<file path="config.mk">
export PLATFORM = sky130hd
export DESIGN_NAME = ssio_port
export DESIGN_NICKNAME = d
export VERILOG_FILES = /design/src/inc/ssio_pkg.sv /design/src/core/ssio_pin_sync.sv /design/src/core/ssio_port.sv
export VERILOG_INCLUDE_DIRS = /design/src /design/src/inc
export SDC_FILE = /design/constraint.sdc
export NUM_CORES = 1
export LEC_CHECK = 0
export BUFFER_PORTS_ARGS = -buffer_cell sky130_fd_sc_hd__buf_2
export CAP_MARGIN = 30
export CORE_MARGIN = 8
export CORE_UTILIZATION = 51
export CTS_BUF_LIST = sky130_fd_sc_hd__clkbuf_4
export CTS_CLUSTER_DIAMETER = 200
export DETAILED_ROUTE_END_ITERATION = 6
export PLACE_DENSITY = 0.78
export SKIP_CTS_REPAIR_TIMING = 1
export SLEW_MARGIN = 20
export SYNTH_ARGS = -nofsm -noshare
export SYNTH_HDL_FRONTEND = slang
export SYNTH_SLANG_ARGS = --single-unit
</file>
<file path="constraint.sdc">
create_clock -name i_core_clk -period 2.3 [get_ports i_core_clk]
set_input_delay 0.115 -clock i_core_clk [delete_from_list [all_inputs] [get_ports i_core_clk]]
set_output_delay 0.115 -clock i_core_clk [all_outputs]
set_load 0.01 [all_outputs]
</file>
<file path="src/inc/ssio_consts.svh">
/*
 * Constants of the segment-shared I/O port: register indices, reset
 * values, segment_select codes and field widths.
 * Assumes inclusion by bare name before the package and the modules.
 */
`ifndef SSIO_CONSTS_SVH
`define SSIO_CONSTS_SVH

// Register indices; the byte address is four times the index.
`define SSIO_IDX_P8_LATCH   16'hFFDB
`define SSIO_IDX_P8_DIR     16'hFFEB
`define SSIO_IDX_P7_LATCH   16'hFFDA
`define SSIO_IDX_P7_DIR     16'hFFEA
`define SSIO_IDX_LCD_CTRL   16'hFFC0

// Reset values.
`define SSIO_RST_LATCH      8'h00
`define SSIO_RST_DIR        8'h00
`define SSIO_RST_SEL        4'h0

// Read value of the write-only direction registers.
`define SSIO_DIR_READ       8'hFF

// Field layout of lcd_port_control.
`define SSIO_SEL_MSB        3
`define SSIO_SEL_LSB        0

// segment_select codes that are compared exactly.
`define SSIO_SEL_P7LO_GP    4'h4
`define SSIO_SEL_P8LO_GP    4'h2

// Pin and bus widths.
`define SSIO_PORT_W         8
`define SSIO_DATA_W         32
`define SSIO_ADDR_W         32

// Fill values.
`define SSIO_BYTE_ZERO      8'h00
`define SSIO_BYTE_ONES      8'hFF
`define SSIO_WORD_ZERO      32'h00000000

`endif

</file>
<file path="src/inc/ssio_pkg.sv">
/*
 * Types of the segment-shared I/O port: the power mode enumeration.
 * Assumes the power controller drives the mode on the core clock.
 */
package ssio_pkg;

  // Operating modes as seen by the port pins.
  typedef enum logic [2:0] {
    SSIO_ACTIVE,
    SSIO_SUBACTIVE,
    SSIO_SLEEP,
    SSIO_SUBSLEEP,
    SSIO_WATCH,
    SSIO_STANDBY
  } ssio_pwr_e;

  typedef logic [7:0] ssio_byte_t;

endpackage

</file>
<file path="src/core/ssio_pin_sync.sv">
/*
 * Two-stage synchroniser for the sixteen port pin inputs.
 * Assumes the pins are asynchronous to i_core_clk.
 */
`timescale 1ns/1ps
module ssio_pin_sync (
  input  wire logic        i_core_clk,
  input  wire logic        i_arst_n,
  input  wire logic [15:0] i_async,
  output logic      [15:0] o_sync
);

  logic [15:0] meta_q;
  logic [15:0] sync_q;

  // First stage feeds only the second stage.
  always_ff @(posedge i_core_clk or negedge i_arst_n) begin
    if (!i_arst_n) begin
      meta_q <= 16'h0000;
      sync_q <= 16'h0000;
    end else begin
      meta_q <= i_async;
      sync_q <= meta_q;
    end
  end

  assign o_sync = sync_q;

endmodule

</file>
<file path="src/core/ssio_port.sv">
/*
 * Segment-shared general I/O ports 7 and 8 with an APB register slave.
 * Assumes an APB master on i_core_clk, segment data from the LCD
 * controller on the same clock, and a power mode from the power
 * controller on the same clock. Pin levels arrive asynchronously.
 */
// Our own choice: register access over APB.
// Operation
// - Port 7 low nibble function by segment_select
// - Port 7 hi-Z in reset, standby; hold sleeping
// - Latch and direction registers at fixed indices
// - Reset clears port 8 output latch
// - Output bits read back latch value
// - Input bits read live pin level
// - Direction one drives pin from latch
// - Segment function overrides direction and latch
// - Direction register always reads all ones
// - Reset clears port 8 direction register
// - Port 8 nibble functions by segment_select
// - Port 7 high nibble function by segment_select
`timescale 1ns/1ps
`include "ssio_consts.svh"
module ssio_port
  import ssio_pkg::*;
(
  input  wire logic        i_core_clk,
  input  wire logic        i_arst_n,
  input  wire logic        psel,
  input  wire logic        penable,
  input  wire logic        pwrite,
  input  wire logic [31:0] paddr,
  input  wire logic [31:0] pwdata,
  output logic      [31:0] prdata,
  output logic             pready,
  output logic             pslverr,
  input  ssio_pwr_e        i_pwr_mode,
  input  wire logic [7:0]  i_seg7_data,
  input  wire logic [7:0]  i_seg8_data,
  input  wire logic [7:0]  i_p7_pin,
  input  wire logic [7:0]  i_p8_pin,
  output logic      [7:0]  o_p7_out,
  output logic      [7:0]  o_p7_oe,
  output logic      [7:0]  o_p8_out,
  output logic      [7:0]  o_p8_oe
);

  // Byte address of a register index.
  function automatic logic [31:0] reg_addr(input logic [15:0] idx);
    reg_addr = {14'h0000, idx, 2'b00};
  endfunction

  // Pin value read by software: latch for outputs, pin for inputs.
  function automatic ssio_byte_t port_read(input ssio_byte_t latch,
                                           input ssio_byte_t dir,
                                           input ssio_byte_t pin);
    port_read = (latch & dir) | (pin & ~dir);
  endfunction

  // Builds a per-pin general I/O mask from two nibble decisions.
  function automatic ssio_byte_t nib_mask(input logic hi_gp,
                                          input logic lo_gp);
    nib_mask = {{4{hi_gp}}, {4{lo_gp}}};
  endfunction

  // Pin drive: general I/O bits follow latch and direction,
  // segment bits drive segment data.
  function automatic ssio_byte_t mux_out(input ssio_byte_t gp,
                                         input ssio_byte_t latch,
                                         input ssio_byte_t segment_output);
    mux_out = (gp & latch) | (~gp & segment_output);
  endfunction

  function automatic ssio_byte_t mux_oe(input ssio_byte_t gp,
                                        input ssio_byte_t dir);
    mux_oe = (gp & dir) | ~gp;
  endfunction

  ssio_byte_t  p8_latch_q;
  ssio_byte_t  p8_dir_q;
  ssio_byte_t  p7_latch_q;
  ssio_byte_t  p7_dir_q;
  logic [3:0]  seg_sel_q;
  logic [31:0] rdata_q;
  ssio_byte_t  p7_out_q;
  ssio_byte_t  p7_oe_q;
  ssio_byte_t  p8_out_q;
  ssio_byte_t  p8_oe_q;
  logic [15:0] pin_sync;
  ssio_byte_t  p7_pin;
  ssio_byte_t  p8_pin;

  // Pin levels pass two flip-flops before any logic reads them.
  ssio_pin_sync u_sync (
    .i_core_clk (i_core_clk),
    .i_arst_n   (i_arst_n),
    .i_async    ({i_p8_pin, i_p7_pin}),
    .o_sync     (pin_sync)
  );

  assign p7_pin = pin_sync[7:0];
  assign p8_pin = pin_sync[15:8];

  // Address decoding for the APB slave.
  wire hit_p8_latch = (paddr == reg_addr(`SSIO_IDX_P8_LATCH));
  wire hit_p8_dir   = (paddr == reg_addr(`SSIO_IDX_P8_DIR));
  wire hit_p7_latch = (paddr == reg_addr(`SSIO_IDX_P7_LATCH));
  wire hit_p7_dir   = (paddr == reg_addr(`SSIO_IDX_P7_DIR));
  wire hit_lcd      = (paddr == reg_addr(`SSIO_IDX_LCD_CTRL));
  wire hit_any      = hit_p8_latch | hit_p8_dir | hit_p7_latch |
                      hit_p7_dir | hit_lcd;

  // Bus phases; the slave never inserts wait states.
  wire setup_ph  = psel & ~penable;
  wire access_ph = psel & penable;
  wire wr_ok     = access_ph & pwrite & hit_any;

  assign pready  = access_ph;
  assign pslverr = access_ph & ~hit_any;
  assign prdata  = rdata_q;

  // Read mux, selected by if and else-if on the address.
  ssio_byte_t p8_view;
  ssio_byte_t p7_view;
  logic [31:0] rd_word;

  assign p8_view = port_read(p8_latch_q, p8_dir_q, p8_pin);
  assign p7_view = port_read(p7_latch_q, p7_dir_q, p7_pin);

  always_comb begin
    rd_word = `SSIO_WORD_ZERO;
    if (hit_p8_latch) begin
      rd_word = {24'h000000, p8_view};
    end else if (hit_p7_latch) begin
      rd_word = {24'h000000, p7_view};
    end else if (hit_p8_dir || hit_p7_dir) begin
      rd_word = {24'h000000, `SSIO_DIR_READ};
    end else if (hit_lcd) begin
      rd_word = {28'h0000000, seg_sel_q};
    end else begin
      rd_word = `SSIO_WORD_ZERO;
    end
  end

  // Read data is captured in the setup cycle and stands for access.
  always_ff @(posedge i_core_clk or negedge i_arst_n) begin
    if (!i_arst_n) begin
      rdata_q <= `SSIO_WORD_ZERO;
    end else if (setup_ph && !pwrite) begin
      rdata_q <= rd_word;
    end
  end

  always_ff @(posedge i_core_clk or negedge i_arst_n) begin
    if (!i_arst_n) begin
      p8_latch_q <= `SSIO_RST_LATCH;
      p8_dir_q   <= `SSIO_RST_DIR;
      p7_latch_q <= `SSIO_RST_LATCH;
      p7_dir_q   <= `SSIO_RST_DIR;
      seg_sel_q  <= `SSIO_RST_SEL;
    end else if (wr_ok) begin
      if (hit_p8_latch) begin
        p8_latch_q <= pwdata[7:0];
      end else if (hit_p8_dir) begin
        p8_dir_q <= pwdata[7:0];
      end else if (hit_p7_latch) begin
        p7_latch_q <= pwdata[7:0];
      end else if (hit_p7_dir) begin
        p7_dir_q <= pwdata[7:0];
      end else if (hit_lcd) begin
        seg_sel_q <= pwdata[`SSIO_SEL_MSB:`SSIO_SEL_LSB];
      end
    end
  end

  // Per-nibble function selection from segment_select.
  // port 7 high nibble
  wire p7_hi_gp = (seg_sel_q[3:2] == 2'b00);
  wire p7_lo_gp = (seg_sel_q[3:2] == 2'b00) ||
                  (seg_sel_q == `SSIO_SEL_P7LO_GP);
  wire p8_hi_gp = (seg_sel_q[3:1] == 3'b000);
  wire p8_lo_gp = (seg_sel_q[3:1] == 3'b000) ||
                  (seg_sel_q == `SSIO_SEL_P8LO_GP);

  ssio_byte_t p7_gp;
  ssio_byte_t p8_gp;
  assign p7_gp = nib_mask(p7_hi_gp, p7_lo_gp);
  assign p8_gp = nib_mask(p8_hi_gp, p8_lo_gp);

  // Next pin drive while the port is functional.
  ssio_byte_t p7_out_fn;
  ssio_byte_t p7_oe_fn;
  ssio_byte_t p8_out_fn;
  ssio_byte_t p8_oe_fn;
  assign p7_out_fn = mux_out(p7_gp, p7_latch_q, i_seg7_data);
  assign p7_oe_fn  = mux_oe(p7_gp, p7_dir_q);
  assign p8_out_fn = mux_out(p8_gp, p8_latch_q, i_seg8_data);
  assign p8_oe_fn  = mux_oe(p8_gp, p8_dir_q);

  // Power mode classes.
  wire mode_fn     = (i_pwr_mode == SSIO_ACTIVE) ||
                     (i_pwr_mode == SSIO_SUBACTIVE);
  wire mode_hiz    = (i_pwr_mode == SSIO_STANDBY);

  always_ff @(posedge i_core_clk or negedge i_arst_n) begin
    if (!i_arst_n) begin
      p7_out_q <= `SSIO_BYTE_ZERO;
      p7_oe_q  <= `SSIO_BYTE_ZERO;
      p8_out_q <= `SSIO_BYTE_ZERO;
      p8_oe_q  <= `SSIO_BYTE_ZERO;
    end else if (mode_hiz) begin
      p7_out_q <= `SSIO_BYTE_ZERO;
      p7_oe_q  <= `SSIO_BYTE_ZERO;
      p8_out_q <= `SSIO_BYTE_ZERO;
      p8_oe_q  <= `SSIO_BYTE_ZERO;
    end else if (mode_fn) begin
      p7_out_q <= p7_out_fn;
      p7_oe_q  <= p7_oe_fn;
      p8_out_q <= p8_out_fn;
      p8_oe_q  <= p8_oe_fn;
    end
  end

  assign o_p7_out = p7_out_q;
  assign o_p7_oe  = p7_oe_q;
  assign o_p8_out = p8_out_q;
  assign o_p8_oe  = p8_oe_q;

  // Checks that tie outputs to their causes.

  property p_latch_write;
    @(posedge i_core_clk) disable iff (!i_arst_n)
      (access_ph && pwrite && hit_p8_latch)
      |=> (p8_latch_q == $past(pwdata[7:0]));
  endproperty
  a_latch_write: assert property (p_latch_write)
    else $error("Port 8 latch did not take the written byte.");

  property p_write_drives;
    @(posedge i_core_clk) disable iff (!i_arst_n)
      (access_ph && pwrite && hit_p8_latch && p8_hi_gp && p8_lo_gp)
      ##1 (mode_fn && p8_dir_q == `SSIO_BYTE_ONES)
      |=> (o_p8_out == $past(pwdata[7:0], 2));
  endproperty
  a_write_drives: assert property (p_write_drives)
    else $error("Output pins did not follow a latch write.");

  property p_read_mix;
    @(posedge i_core_clk) disable iff (!i_arst_n)
      (setup_ph && !pwrite && hit_p8_latch)
      |=> (prdata[7:0] == (($past(p8_latch_q) & $past(p8_dir_q)) |
                           ($past(p8_pin) & ~$past(p8_dir_q))))
          && pready;
  endproperty
  a_read_mix: assert property (p_read_mix)
    else $error("Port 8 read did not mix latch and pin by direction.");

  property p_dir_ones;
    @(posedge i_core_clk) disable iff (!i_arst_n)
      (setup_ph && !pwrite && (hit_p8_dir || hit_p7_dir))
      |=> (prdata == {24'h000000, `SSIO_DIR_READ});
  endproperty
  a_dir_ones: assert property (p_dir_ones)
    else $error("Direction register did not read as all ones.");

  property p_standby_hiz;
    @(posedge i_core_clk) disable iff (!i_arst_n)
      mode_hiz |=> (o_p7_oe == `SSIO_BYTE_ZERO) &&
                   (o_p8_oe == `SSIO_BYTE_ZERO);
  endproperty
  a_standby_hiz: assert property (p_standby_hiz)
    else $error("A pin was driven during standby.");

  property p_retain;
    @(posedge i_core_clk) disable iff (!i_arst_n)
      (!mode_fn && !mode_hiz) |=> $stable(o_p7_out) && $stable(o_p7_oe)
                                  && $stable(o_p8_out) && $stable(o_p8_oe);
  endproperty
  a_retain: assert property (p_retain)
    else $error("Pin state changed in a retaining mode.");

  property p_p8_oe;
    @(posedge i_core_clk) disable iff (!i_arst_n)
      mode_fn |=> (o_p8_oe == (($past(p8_dir_q) & $past(p8_gp)) |
                               ~$past(p8_gp)));
  endproperty
  a_p8_oe: assert property (p_p8_oe)
    else $error("Port 8 enables ignore direction or segment override.");

  // code 0011 segment on port 8
  property p_p8_seg;
    @(posedge i_core_clk) disable iff (!i_arst_n)
      (mode_fn && seg_sel_q == 4'h3) |=>
        (o_p8_out == $past(i_seg8_data)) && (o_p8_oe == `SSIO_BYTE_ONES);
  endproperty
  a_p8_seg: assert property (p_p8_seg)
    else $error("Port 8 did not drive segments for code 0011.");

  property p_p7_split;
    @(posedge i_core_clk) disable iff (!i_arst_n)
      (mode_fn && seg_sel_q == `SSIO_SEL_P7LO_GP) |=>
        (o_p7_oe[7:4] == 4'hF) && (o_p7_oe[3:0] == $past(p7_dir_q[3:0]))
        && (o_p7_out[7:4] == $past(i_seg7_data[7:4]));
  endproperty
  a_p7_split: assert property (p_p7_split)
    else $error("Port 7 nibbles misassigned for code 0100.");

  property p_p7_hi;
    @(posedge i_core_clk) disable iff (!i_arst_n)
      (mode_fn && seg_sel_q[3:2] == 2'b01 &&
       seg_sel_q != `SSIO_SEL_P7LO_GP) |=>
        (o_p7_oe == `SSIO_BYTE_ONES);
  endproperty
  a_p7_hi: assert property (p_p7_hi)
    else $error("Port 7 did not drive segments for codes 0101 to 0111.");

  property p_reset_vals;
    @(posedge i_core_clk)
      $rose(i_arst_n) |-> (p8_latch_q == `SSIO_RST_LATCH) &&
                          (p8_dir_q == `SSIO_RST_DIR);
  endproperty
  a_reset_vals: assert property (p_reset_vals)
    else $error("Port 8 registers not cleared by reset.");

  // Unmapped addresses answer with an error and change no register.
  property p_unmapped;
    @(posedge i_core_clk) disable iff (!i_arst_n)
      (access_ph && !hit_any) |-> (pslverr && pready) ##1
        ($stable(p8_latch_q) && $stable(p8_dir_q) && $stable(seg_sel_q));
  endproperty
  a_unmapped: assert property (p_unmapped)
    else $error("Unmapped access did not answer with an error.");

endmodule

</file>
== Word level (Yosys, flattened, before mapping) ==
Index checks and enable logic that the tools add are counted.
Word-level totals
  flip-flop bits (word level): 132
  bits of input ports: 104
  output and inout port bits: 66
  word-level logic and storage cells: 83
Operators by class
  equal/unequal tests: 9
  multiplexer cells: 12
  bitwise operators: 35
  reduce and logical (&&, ||, !) cells: 15
Operators with widths (count)
  $eq A32 B18 Y1 const B: 5
  $mux W8: 11
  $and A8 B8 Y8: 10
  $or A8 B8 Y8: 6
  $not A8 Y8: 4
  $logic_not A3 Y1: 2
  $not A1 Y1: 6
  $reduce_and A6 Y1: 1
  $and A1 B1 Y1: 5
  $reduce_and A5 Y1: 1
  $eq A4 B2 Y1 const B: 1
  $eq A4 B3 Y1 const B: 1
  $logic_or A1 B1 Y1: 4
  $mux W4: 1
  $or A1 B1 Y1: 4
  $reduce_and A4 Y1: 1
  $eq A3 B1 Y1 const B: 1
  $eq A3 B3 Y1 const B: 1
  $reduce_and A3 Y1: 1
  $logic_not A2 Y1: 1
  $reduce_and A2 Y1: 1
  $reduce_bool A2 Y1: 1
  $logic_and A1 B1 Y1: 1
  $logic_not A1 Y1: 1

== Depth between registers and ports, before layout ==
Gate-level depths: netlist of the first run.
  depth in word-level cells: 7
  mapped depth: 6
  gate-level depth less buffers: 4

== By module ==
A second synthesis of the first run with hierarchy kept.
Second synthesis, totals
  cells, all modules: 386
  area, all modules: 4697.0 sq um
Modules (own cells, without submodules)
  ssio_port: instances 1, cells each 354, area an instance 3896.2 sq um, sequential area each 1901.8 sq um
  ssio_pin_sync: instances 1, cells each 32, area an instance 800.8 sq um, sequential area each 800.8 sq um

== Least setup slack after synthesis of the first run ==
OpenSTA, ideal clock, no wires.
  path kind: input -> register
  start: in paddr[2]
  end: reg seg_sel_q[0]
  library setup time: 125 ps
  arrival time: 1860 ps
  data required time: 2175 ps
  slack: 315 ps
  cell stages on the path: 6
  path buffers: 2
  cell sequence: buf_6 -> or4_1 -> buf_2 -> or3_4 -> nor4_4 -> mux2_2
On the way
  word-level cells in the longest chain between the ends: 7
  elaborated cells on any way between the ends: 15
  those cells by class: eq/ne (5); bitwise (9); reduce/logical (1)
RTL lines
  start, declared: line ssio_port.sv:31  | input wire logic [31:0] paddr,
  $eq A32 B18 Y1, on equally long branches: line ssio_port.sv:104, ssio_port.sv:105
  $or A1 B1 Y1 (3 in series): line ssio_port.sv:109  | wire hit_any = hit_p8_latch | hit_p8_dir | hit_p7_latch |
  $or A1 B1 Y1: line ssio_port.sv:110  | hit_p7_dir | hit_lcd;
  $and A1 B1 Y1: line ssio_port.sv:115  | wire wr_ok = access_ph & pwrite & hit_any;
  $reduce_and A6 Y1 (no line) (*)
  end signal, assigned: line ssio_port.sv:159  | seg_sel_q <= `SSIO_RST_SEL;
  end signal, assigned: line ssio_port.sv:170  | seg_sel_q <= pwdata[`SSIO_SEL_MSB:`SSIO_SEL_LSB];
  end, declared: line ssio_port.sv:82  | logic [3:0] seg_sel_q;
Every way passes the cells marked *; elsewhere a longest branch is shown, timed or not.
A chain may end at the register's enable or synchronous reset.

== Worst setup path in the final report of the first run ==
  start: in paddr[28]
  end: out pslverr
On the way
  word-level cells in the longest chain between the ends: 7
  elaborated cells on any way between the ends: 11
  those cells by class: eq/ne (5); bitwise (6)
RTL lines
  $eq A32 B18 Y1, on equally long branches: line ssio_port.sv:104, ssio_port.sv:105
  $or A1 B1 Y1 (3 in series): line ssio_port.sv:109
  $or A1 B1 Y1 (*): line ssio_port.sv:110
  $not A1 Y1 (*): line ssio_port.sv:118  | assign pslverr = access_ph & ~hit_any;
  $and A1 B1 Y1 (*): line ssio_port.sv:118
  end, declared: line ssio_port.sv:35  | output logic pslverr,
Marks and branches as above.

==> results of run 1 <==
stage by stage:
step                      instance area [µm²]  total power [W]  hold WS, ps  util [%]
after floorplan                          4750          0.00211         -181         -
after CTS                                5480          0.00316         -404      60.5
after global routing                     5850          0.00331         7.96      64.6
after global placement                   5330          0.00223          130      58.8
final                                    5850          0.00318        -33.3      64.6
after detailed placement                 5330          0.00223          141      58.8
Yosys cell counts, types with 2 or more instances:
| cell type | instances |
|---|---|
| sky130_fd_sc_hd__nor2_1 | 26 |
| sky130_fd_sc_hd__buf_2 | 3 |
| sky130_fd_sc_hd__and2_1 | 2 |
| sky130_fd_sc_hd__or2_2 | 3 |
| sky130_fd_sc_hd__or3_1 | 2 |
| sky130_fd_sc_hd__buf_4 | 24 |
| sky130_fd_sc_hd__clkbuf_1 | 13 |
| sky130_fd_sc_hd__a21oi_1 | 4 |
| sky130_fd_sc_hd__nor4b_1 | 5 |
| sky130_fd_sc_hd__a221oi_1 | 4 |
| sky130_fd_sc_hd__dfrtp_1 | 108 |
| sky130_fd_sc_hd__o21ai_0 | 37 |
| sky130_fd_sc_hd__nor4_4 | 4 |
| sky130_fd_sc_hd__nand2_1 | 39 |
| sky130_fd_sc_hd__o31ai_1 | 4 |
| sky130_fd_sc_hd__a21o_1 | 2 |
| sky130_fd_sc_hd__mux2_2 | 40 |
| sky130_fd_sc_hd__nand2b_1 | 2 |
| sky130_fd_sc_hd__o22ai_1 | 8 |
| sky130_fd_sc_hd__nor4_1 | 2 |
| sky130_fd_sc_hd__nor3_1 | 2 |
| sky130_fd_sc_hd__nor2b_1 | 2 |
| sky130_fd_sc_hd__nand3_1 | 2 |
| sky130_fd_sc_hd__or3_4 | 2 |
| sky130_fd_sc_hd__mux2i_1 | 28 |
| sky130_fd_sc_hd__nand4_1 | 2 |
layout make-up:
cell class / instances / area [µm²]
tap: 111 / 139
timing repair buffer: 168 / 1070
inverter: 1 / 3.75
antenna: 1 / 2.50
fill: 720 / 3210
clock inverter: 7 / 78.8
clock buffer: 9 / 67.6
multi-input combinational: 259 / 1790
sequential: 108 / 2700
worst min-delay path, cell delays in order:
cell	delay (ps)
sky130_fd_sc_hd__buf_2	70
sky130_fd_sc_hd__mux2i_1	50
sky130_fd_sc_hd__o21ai_0	160
cells by family after synthesis:
kind of cell | Yosys count | share of synthesized area [%]
flip-flops | 108 | 57.9
AND/OR/NAND/NOR | 105 | 13.1
multiplexers | 68 | 15.7
AO/OA/AOI/OAI | 62 | 7.75
buffers and inverters | 42 | 5.55
other | 1 | 0.0803
path summary, 6_finish.rpt:
check,to,cells past startpoint
setup / recovery,pslverr,6
hold / removal,o_p8_out[1],3
setup reg to reg,o_p8_out[2],4
hold reg to reg,u_sync.o_sync[11],0
max in group asynchronous,u_sync.meta_q[11],3
min in group asynchronous,prdata[4],2
power by group through the flow:
stage               sequential (W)  clock, W  combinational (W)
floorplan                  0.00199         0           0.000121
global placement           0.00199         0           0.000241
detailed placement         0.00199         0           0.000247
CTS                        0.00195  0.000964           0.000248
global route               0.00196   0.00103           0.000326
finish                     0.00195  0.000932           0.000296
per-layer routing:
| metal | vias to the layer above | global-route usage, % | wire [µm] | share of wire (%) |
|---|---|---|---|---|
| met2 | 141 | 30.5 | 5720 | 49 |
| met1 | 1668 | 21.4 | 4770 | 41 |
| li1 | 1645 | - | - | - |
| met3 | 24 | 5.36 | 821 | 7.1 |
| met5 | - | 0 | 0 | 0 |
| met4 | 0 | 6.84 | 307 | 2.6 |
flip-flops by register name, summed over array words and instances (netlist names):
register	count
p8_dir_q	8
p7_dir_q	8
o_p8_out	8
p7_latch_q	8
seg_sel_q	4
o_p8_oe	8
p8_latch_q	8
o_p7_out	8
prdata	8
u_sync.o_sync	16
o_p7_oe	8
u_sync.meta_q	16
==> run_results.csv, run 1 <==
group,metric,value,unit
cts,clock_tree_from_tritoncts,"yes",
hold_path,hold_class,"in2reg",
setup_path,timing.critical_path.arrival,1940,ps
setup_path,required,2180,ps
yosys,netlist-cell-type-count,42,
die,floorplan.io_pins,170,
yosys,yosysSeqAreaShare,57.9,%
timing,hold_violations,2,
cells_and_area,layoutNonFillerInstCount,664,
pwr,pwr_density_cell,543,nW/µm²
yosys,async_flop_share,100,%
setup_path,worst_path_dominant_cell_family,"simple AND/OR/NAND/NOR gates",
setup_path,rr_startpoint,"seg_sel_q[3]",
yosys,post_synthesis_average_cell_area,12.1,µm²
cts,clock-root-buffer,"sky130_fd_sc_hd__clkbuf_4",
timing,setup-violations-final,0,
pwr,share_seq_of_total_power,61.4,%
yosys,syn-instance-count,386,
yosys,netlist_top_cells_area,"sky130_fd_sc_hd__dfrtp_1 58%, sky130_fd_sc_hd__mux2_2 9.6%, sky130_fd_sc_hd__mux2i_1 6.0%, sky130_fd_sc_hd__o21ai_0 4.0%, sky130_fd_sc_hd__buf_4 3.9%",
setup_path,critPathLaunchType,"input port",
routing,drc_violations_left,0,
timing,slew_violations,0,
pwr,total_leakage_power,2.89,nW
global_route,grt_start_max_net_pins,44,
cells_and_area,layout_commonest_cell,"sky130_fd_sc_hd__buf_2",
cells_and_area,final_layout_size_suffix_gt1_share,36.2,%
yosys,synth_top_area_cell,"sky130_fd_sc_hd__dfrtp_1",
timing,clock.fmax,486,MHz
cells_and_area,commonest_non_fill_non_tap_cells_in_the_layout,"120 x sky130_fd_sc_hd__buf_2, 108 x sky130_fd_sc_hd__dfrtp_1, 40 x sky130_fd_sc_hd__mux2_2, 39 x sky130_fd_sc_hd__nand2_1",
place,post-dp-hpwl,8.73,mm
routing,detailroute.via_count,3478,
yosys,synth_top_cell_area_share,57.9,%
setup_path,critPathBufInv,2,
yosys,synthFlopType,"sky130_fd_sc_hd__dfrtp_1",
setup_path,crit_start,"paddr[28]",
cts,cts_sinks,108,
place,port_buffers,121,
global_route,antenna_found_initial,1,
timing,skew,19.2,ps
cts,tritoncts.num_buffers,9,
setup_path,setup.reg_to_reg.worst_slack,570,ps
cells_and_area,area_growth_syn_to_layout,25.4,%
die,die_footprint,12500,µm²
place,gp_routability_congestion,0.890,
global_route,grtUsageTotal,18.1,%
yosys,synth-seq-cells,108,
routing,dr.pass1.iters,4,
timing,min_cycle_time_layout,2060,ps
setup_path,path_class,"in2out",
timing,period_share,89.4,%
pwr,power_frac_comb,9.3,%
pwr,cellInternalPower,0.00233,W
cells_and_area,num-nets-final,651,
routing,number_of_violations_reported_at_the_end_of_detailed_routing_iteration_0,179,
pwr,power_frac_clock,29.3,%
pwr,switching_share,26.7,%
die,initial_core_util,51.5,%
routing,avgViaCountPerCell,5.24,
setup_path,worst_path_most_repeated_cell,"sky130_fd_sc_hd__buf_2",
timing,slew_at_the_pin_closest_to_its_max_slew_limit,568,ps
die,die_height,112,µm
routing,routed_wl,11.6,mm
timing,final.setup.worst_slack,244,ps
setup_path,critPathCaptureType,"primary output",
place,detailedPlace.worstSlack,192,ps
global_route,number_of_global_route_vias_before_repair,3539,
cts,clock_latency,470,ps
cts,clk_transition_reported_paths,160,ps
cts,cts_max_path_buffers,2,
routing,route.detailed.wl_per_inst,17.5,µm
die,die-width,112,µm
yosys,synth_edf_count,0,
yosys,netlist_area,4670,µm²
setup_path,cpMaxStageDelayCell,"sky130_fd_sc_hd__or2_2",
setup_path,critical-path-max-stage-delay,490,ps
die,std_cell_rows,35,
pwr,vdd.ir_drop.worst,0.339,mV
yosys,yosys_warnings,0,
hold_path,hold_path.startpoint,"i_seg8_data[1]",
global_route,gr-total-overflow,0,
global_route,wire_length_of_the_first_global_routing_pass,18.0,mm
place,placedCellCount,610,
cts,htree_num_levels,3,
timing,hold-worst-slack,-33.3,ps
timing,setup_tns,0,ps
timing,max-slew-margin-rel,61.8,%
setup_path,crit_chain,"buf_2, nor4b_1, nand4_2, or2_2, o31a_1, buf_2",
pwr,total_switching_power,0.000850,W
run_status,outcome,"complete, but fails checks",
run_status,failed_checks,"negative hold slack",
timing,rsz_0062_raised_after_global_routing,"no",
setup_path,crit_path_max_fanout,9,
die,design.core.area,9060,µm²
routing,postRouteAntennaNets,0,
run,cap_violations,0,
Power figures use the tool's default switching activity.
==> inputs of run 2 (changes only) <==
==> constraint.sdc (replaced) <==
create_clock -name i_core_clk -period 2.3 [get_ports i_core_clk]
set_input_delay 0.23 -clock i_core_clk [delete_from_list [all_inputs] [get_ports i_core_clk]]
set_output_delay 0.23 -clock i_core_clk [all_outputs]
set_load 0.01 [all_outputs]
==> run_results.csv, run 2 (synthesis gave the netlist of run 1 again) <==
group,metric,value,unit
routing,met3_routed_wl,696,µm
cts,clock_latency,450,ps
cells_and_area,layout_commonest_cell,"sky130_fd_sc_hd__buf_2",
cts,cts_max_path_buffers,2,
global_route,gr-total-overflow,0,
cts,clk_transition_reported_paths,170,ps
die,die-width,112,µm
cts,htree_num_levels,3,
cts,cts_sinks,108,
timing,slew_violations,0,
cells_and_area,commonest_non_fill_non_tap_cells_in_the_layout,"120 x sky130_fd_sc_hd__buf_2, 108 x sky130_fd_sc_hd__dfrtp_1, 40 x sky130_fd_sc_hd__mux2_2, 39 x sky130_fd_sc_hd__nand2_1, 37 x sky130_fd_sc_hd__o21ai_0",
global_route,antenna_found_initial,0,
hold_path,hold_class,"in2reg",
global_route,number_of_global_route_vias_before_repair,3550,
die,die_height,112,µm
pwr,total_power,0.00319,W
timing,skew,22.1,ps
routing,number_of_violations_reported_at_the_end_of_detailed_routing_iteration_0,166,
routing,postRouteAntennaNets,0,
global_route,wire_length_of_the_first_global_routing_pass,18.0,mm
pwr,vdd.ir_drop.worst,0.292,mV
timing,period_share,86.4,%
cts,clock-root-buffer,"sky130_fd_sc_hd__clkbuf_4",
timing,hold_violations,0,
timing,setup_tns,0,ps
hold_path,hold_path.startpoint,"pwdata[7]",
cells_and_area,num-nets-final,634,
routing,routed_wl,11.3,mm
setup_path,rr_startpoint,"seg_sel_q[3]",
global_route,grt_start_max_net_pins,58,
die,die_footprint,12500,µm²
pwr,total_leakage_power,2.82,nW
setup_path,path_class,"in2out",
routing,routedLengthMet1,4.83,mm
setup_path,crit_path_max_fanout,9,
timing,slew_at_the_pin_closest_to_its_max_slew_limit,572,ps
place,post-dp-hpwl,8.55,mm
timing,min_cycle_time_layout,1990,ps
cells_and_area,final_util,62.6,%
setup_path,required,2070,ps
die,floorplan.io_pins,170,
routing,route.detailed.wl_per_inst,17.5,µm
setup_path,crit_start,"paddr[28]",
die,design.core.area,9060,µm²
run_status,outcome,"complete, no violations",
routing,dr.pass1.iters,4,
setup_path,timing.critical_path.arrival,1760,ps
timing,max-slew-margin-rel,61.9,%
setup_path,critPathCaptureType,"primary output",
routing,detailroute.via_count,3381,
cts,clock_tree_from_tritoncts,"yes",
global_route,grtUsageTotal,17.9,%
timing,setup-violations-final,0,
die,std_cell_rows,35,
setup_path,critPathLaunchType,"input port",
routing,drc_violations_left,0,
cells_and_area,finished_cell_area,5680,µm²
routing,route.met2.wl,5.56,mm
cells_and_area,num_antenna_cells,0,
place,gp_routability_congestion,0.885,
die,initial_core_util,51.5,%
cells_and_area,final_layout_size_suffix_gt1_share,37.9,%
timing,clock.fmax,503,MHz
cts,tritoncts.num_buffers,9,
cells_and_area,area_growth_syn_to_layout,21.6,%
pwr,pwr_density_cell,563,nW/µm²
routing,avgViaCountPerCell,5.23,
run,cap_violations,0,
timing,rsz_0062_raised_after_global_routing,"no",
place,detailed_place.area,5350,µm²
place,port_buffers,121,
routing,topRoutingLayerUsed,"met4",
==> run 2: changes by cell type in the layout (fill, tap and decap cells not counted), sizes merged <==
cell         previous run  this run
dlygate4sd3            37        17
diode                   1         0
bufinv                  0         1
buf                   131       134
inv                     4         3
==> run 2: final timing paths <==
path                                          to  slack [ps]  depth (start not counted)
min in group asynchronous              prdata[7]         290                          2
max in group asynchronous             o_p8_oe[5]        1320                          3
worst min-delay path               p7_latch_q[7]          50                          2
worst max register to register       o_p8_out[0]         690                          4
worst max-delay path                     pslverr         310                          6
worst min register to register  u_sync.o_sync[3]         360                          0
==> run 2: per-stage QoR <==
step | hold WS [ps] | worst slack [ps] | instances
finish | 52.3 | 313 | 646
floorplan | -65.6 | 200 | 409
CTS | -245 | 291 | 628
global placement | 252 | 163 | 612
global route | 21.4 | 264 | 646
detailed placement | 261 | 125 | 612
==> run 2: power by group <==
group,internal (W),switching [W],total [W]
Sequential,0.00194,0.0000139,0.00195
Clock,0.000341,0.000629,0.000970
Combinational,0.000113,0.000160,0.000273
==> run 2: layer usage <==
metal | GRT usage [%] | vias to the layer above
met4 | 5.38 | 0
met2 | 30.1 | 114
met3 | 5.52 | 15
met1 | 21.5 | 1647
met5 | 0 | -
li1 | - | 1605
==> run 2: cell type report <==
type,instances,area (µm²)
fill,722,3390
sequential,108,2700
multi-input combinational,259,1790
timing repair buffer,151,896
tap,111,139
clock inverter,7,73.8
clock buffer,9,67.6
inverter,1,3.75
==> run 2: critical path, stage by stage <==
cell	delay [ps]
sky130_fd_sc_hd__buf_2	100
sky130_fd_sc_hd__nor4b_1	410
sky130_fd_sc_hd__nand4_2	150
sky130_fd_sc_hd__or2_2	390
sky130_fd_sc_hd__o31a_1	330
sky130_fd_sc_hd__buf_2	140
==> inputs of run 3 (changes only) <==
--- a/config.mk
+++ b/config.mk
@@ -9,11 +9,11 @@
 export BUFFER_PORTS_ARGS = -buffer_cell sky130_fd_sc_hd__buf_2
 export CAP_MARGIN = 30
 export CORE_MARGIN = 8
-export CORE_UTILIZATION = 51
+export CORE_UTILIZATION = 30
 export CTS_BUF_LIST = sky130_fd_sc_hd__clkbuf_4
 export CTS_CLUSTER_DIAMETER = 200
 export DETAILED_ROUTE_END_ITERATION = 6
-export PLACE_DENSITY = 0.78
+export PLACE_DENSITY = 0.49
 export SKIP_CTS_REPAIR_TIMING = 1
 export SLEW_MARGIN = 20
 export SYNTH_ARGS = -nofsm -noshare
==> run_results.csv, run 3 (synthesis gave the netlist of run 1 again) <==
group,metric,value,unit
run_status,outcome,"complete, no violations",
setup_path,critPathLaunchType,"input port",
cts,cts_sinks,108,
cells_and_area,num-nets-final,638,
pwr,power_frac_clock,30.8,%
pwr,vdd.ir_drop.worst,0.323,mV
die,die-width,141,µm
place,placedCellCount,690,
routing,detailroute.via_count,3415,
global_route,antenna_found_initial,1,
die,floorplan.io_pins,170,
timing,min_cycle_time_layout,2030,ps
global_route,grtUsageTotal,12.8,%
timing,skew,26.3,ps
pwr,pwr_density_cell,554,nW/µm²
global_route,gr-max-usage-layer,"met2",
cts,tritoncts.num_buffers,9,
routing,avgViaCountPerCell,4.69,
die,die_height,141,µm
place,gp_routability_congestion,0.750,
cts,clock_tree_from_tritoncts,"yes",
place,detailed_place.area,5470,µm²
routing,number_of_violations_reported_at_the_end_of_detailed_routing_iteration_0,86,
timing,clock.fmax,492,MHz
timing,slew_at_the_pin_closest_to_its_max_slew_limit,824,ps
global_route,wire_length_of_the_first_global_routing_pass,19.6,mm
hold_path,whs_path_depth,3,
setup_path,critPathBufInv,2,
pwr,power_frac_comb,8.7,%
timing,setup-violations-final,0,
cts,clock_latency,480,ps
global_route,number_of_global_route_vias_before_repair,3598,
cells_and_area,layoutNonFillerInstCount,728,
pwr,share_seq_of_total_power,60.5,%
setup_path,reg2regPathDepth,4,
die,die_footprint,19800,µm²
timing,max-slew-margin-rel,45.1,%
place,port_buffers,121,
timing,hold_violations,0,
setup_path,rr_startpoint,"seg_sel_q[2]",
pwr,total_switching_power,0.000834,W
routing,postRouteAntennaNets,0,
setup_path,crit_path_max_fanout,6,
die,initial_core_util,30.7,%
setup_path,setup.reg_to_reg.worst_slack,640,ps
pwr,switching_share,25.9,%
global_route,met1_usage,15.3,%
setup_path,required,2070,ps
setup_path,crit_chain,"buf_2, nor4_1, nand2_1, or2_2, o31a_1, buf_2",
pwr,total_leakage_power,2.84,nW
hold_path,hold_class,"in2reg",
cells_and_area,layout_commonest_cell,"sky130_fd_sc_hd__buf_2",
global_route,gr-total-overflow,0,
setup_path,cpMaxStageDelayCell,"sky130_fd_sc_hd__or2_2",
die,design.core.area,15200,µm²
timing,period_share,88.4,%
routing,route.detailed.wl_per_inst,17.3,µm
cts,htree_num_levels,3,
setup_path,worstReg2RegEnd,"o_p8_out[3]",
cts,cts_max_path_buffers,2,
setup_path,timing.critical_path.arrival,1800,ps
pwr,cellInternalPower,0.00239,W
setup_path,path_class,"in2out",
hold_path,worst_hold_path.endpoint,"o_p8_out[1]",
routing,routed_wl,12.6,mm
global_route,use_met2,20.8,%
die,std_cell_rows,45,
global_route,global_route_met3_utilization,4.39,%
timing,slew_violations,0,
setup_path,worst_path_most_repeated_cell,"sky130_fd_sc_hd__buf_2",
routing,drc_violations_left,0,
setup_path,worst_path_dominant_cell_family,"simple AND/OR/NAND/NOR gates",
timing,rsz_0062_raised_after_global_routing,"no",
place,post-dp-hpwl,9.42,mm
cells_and_area,area_growth_syn_to_layout,24.7,%
cells_and_area,final_util,38.3,%
hold_path,hold_path.startpoint,"i_seg8_data[1]",
cts,clk_transition_reported_paths,170,ps
routing,dr.pass1.iters,4,
global_route,grt_start_max_net_pins,63,
cells_and_area,finished_cell_area,5820,µm²
timing,setup_tns,0,ps
cts,clock-root-buffer,"sky130_fd_sc_hd__clkbuf_4",
setup_path,critical-path-max-stage-delay,420,ps
cells_and_area,final_layout_size_suffix_gt1_share,37.8,%
cells_and_area,commonest_non_fill_non_tap_cells_in_the_layout,"120 x sky130_fd_sc_hd__buf_2, 108 x sky130_fd_sc_hd__dfrtp_1, 40 x sky130_fd_sc_hd__mux2_2, 39 x sky130_fd_sc_hd__nand2_1, 37 x sky130_fd_sc_hd__o21ai_0",
run,cap_violations,0,
setup_path,critPathCaptureType,"primary output",
run 3: cell types whose count changed in the layout (fill, tap and decap cells not counted), sizes merged:
cell	before	now
dlygate4sd3	17	21
diode	0	1
run 3: area by class of cell:
cell class / count / area [µm²]
multi-input cells: 259 / 1790
clock inverters: 7 / 75.1
repair buffers: 155 / 941
well taps: 188 / 235
diodes: 1 / 2.50
clock buffers: 9 / 67.6
inverters: 1 / 3.75
flip-flops and latches: 108 / 2700
fillers: 1528 / 9380
run 3: worst max-delay path by stage:
stage	from	end	slack (ps)	cells past startpoint
2_1_floorplan	paddr[2]	seg_sel_q[0]	200	6
3_3_place_gp	paddr[1]	p8_latch_q[2]	130	6
3_5_place_dp	paddr[1]	p7_latch_q[1]	90	6
4_1_cts	paddr[20]	pslverr	240	6
5_1_grt	paddr[20]	pslverr	90	6
6_report	paddr[20]	pslverr	270	6
run 3: routing by layer:
layer | vias to the layer above | wire (µm) | share of wire (%)
li1 | 1618 | - | -
met1 | 1665 | 5380 | 43
met2 | 114 | 6100 | 48
met3 | 18 | 877 | 7.0
met4 | 0 | 244 | 1.9
met5 | - | 0 | 0
run 3: stage by stage:
| step | hold slack, ps | worst slack [ps] | power (W) |
|---|---|---|---|
| 6_report | 35.4 | 268 | 0.00323 |
| 5_1_grt | 6.95 | 93.3 | 0.00337 |
| 4_1_cts | -221 | 244 | 0.00327 |
| 3_5_place_dp | 335 | 87.1 | 0.00225 |
| 3_3_place_gp | 332 | 126 | 0.00224 |
| 2_1_floorplan | -65.6 | 200 | 0.00211 |
run 3: power by group through the flow:
stage	Sequential, W	Clock, W	Combinational, W
6_report	0.00195	0.000994	0.000279
5_1_grt	0.00196	0.00110	0.000311
4_1_cts	0.00195	0.00106	0.000258
3_5_place_dp	0.00199	0	0.000257
3_3_place_gp	0.00199	0	0.000252
2_1_floorplan	0.00199	0	0.000121
run 3: worst register-to-register path: stages, from the launching register on:
cell	delay, ps
sky130_fd_sc_hd__dfrtp_1	440
sky130_fd_sc_hd__or2_2	420
sky130_fd_sc_hd__a21o_1	340
sky130_fd_sc_hd__mux2i_1	250
sky130_fd_sc_hd__o21ai_0	100
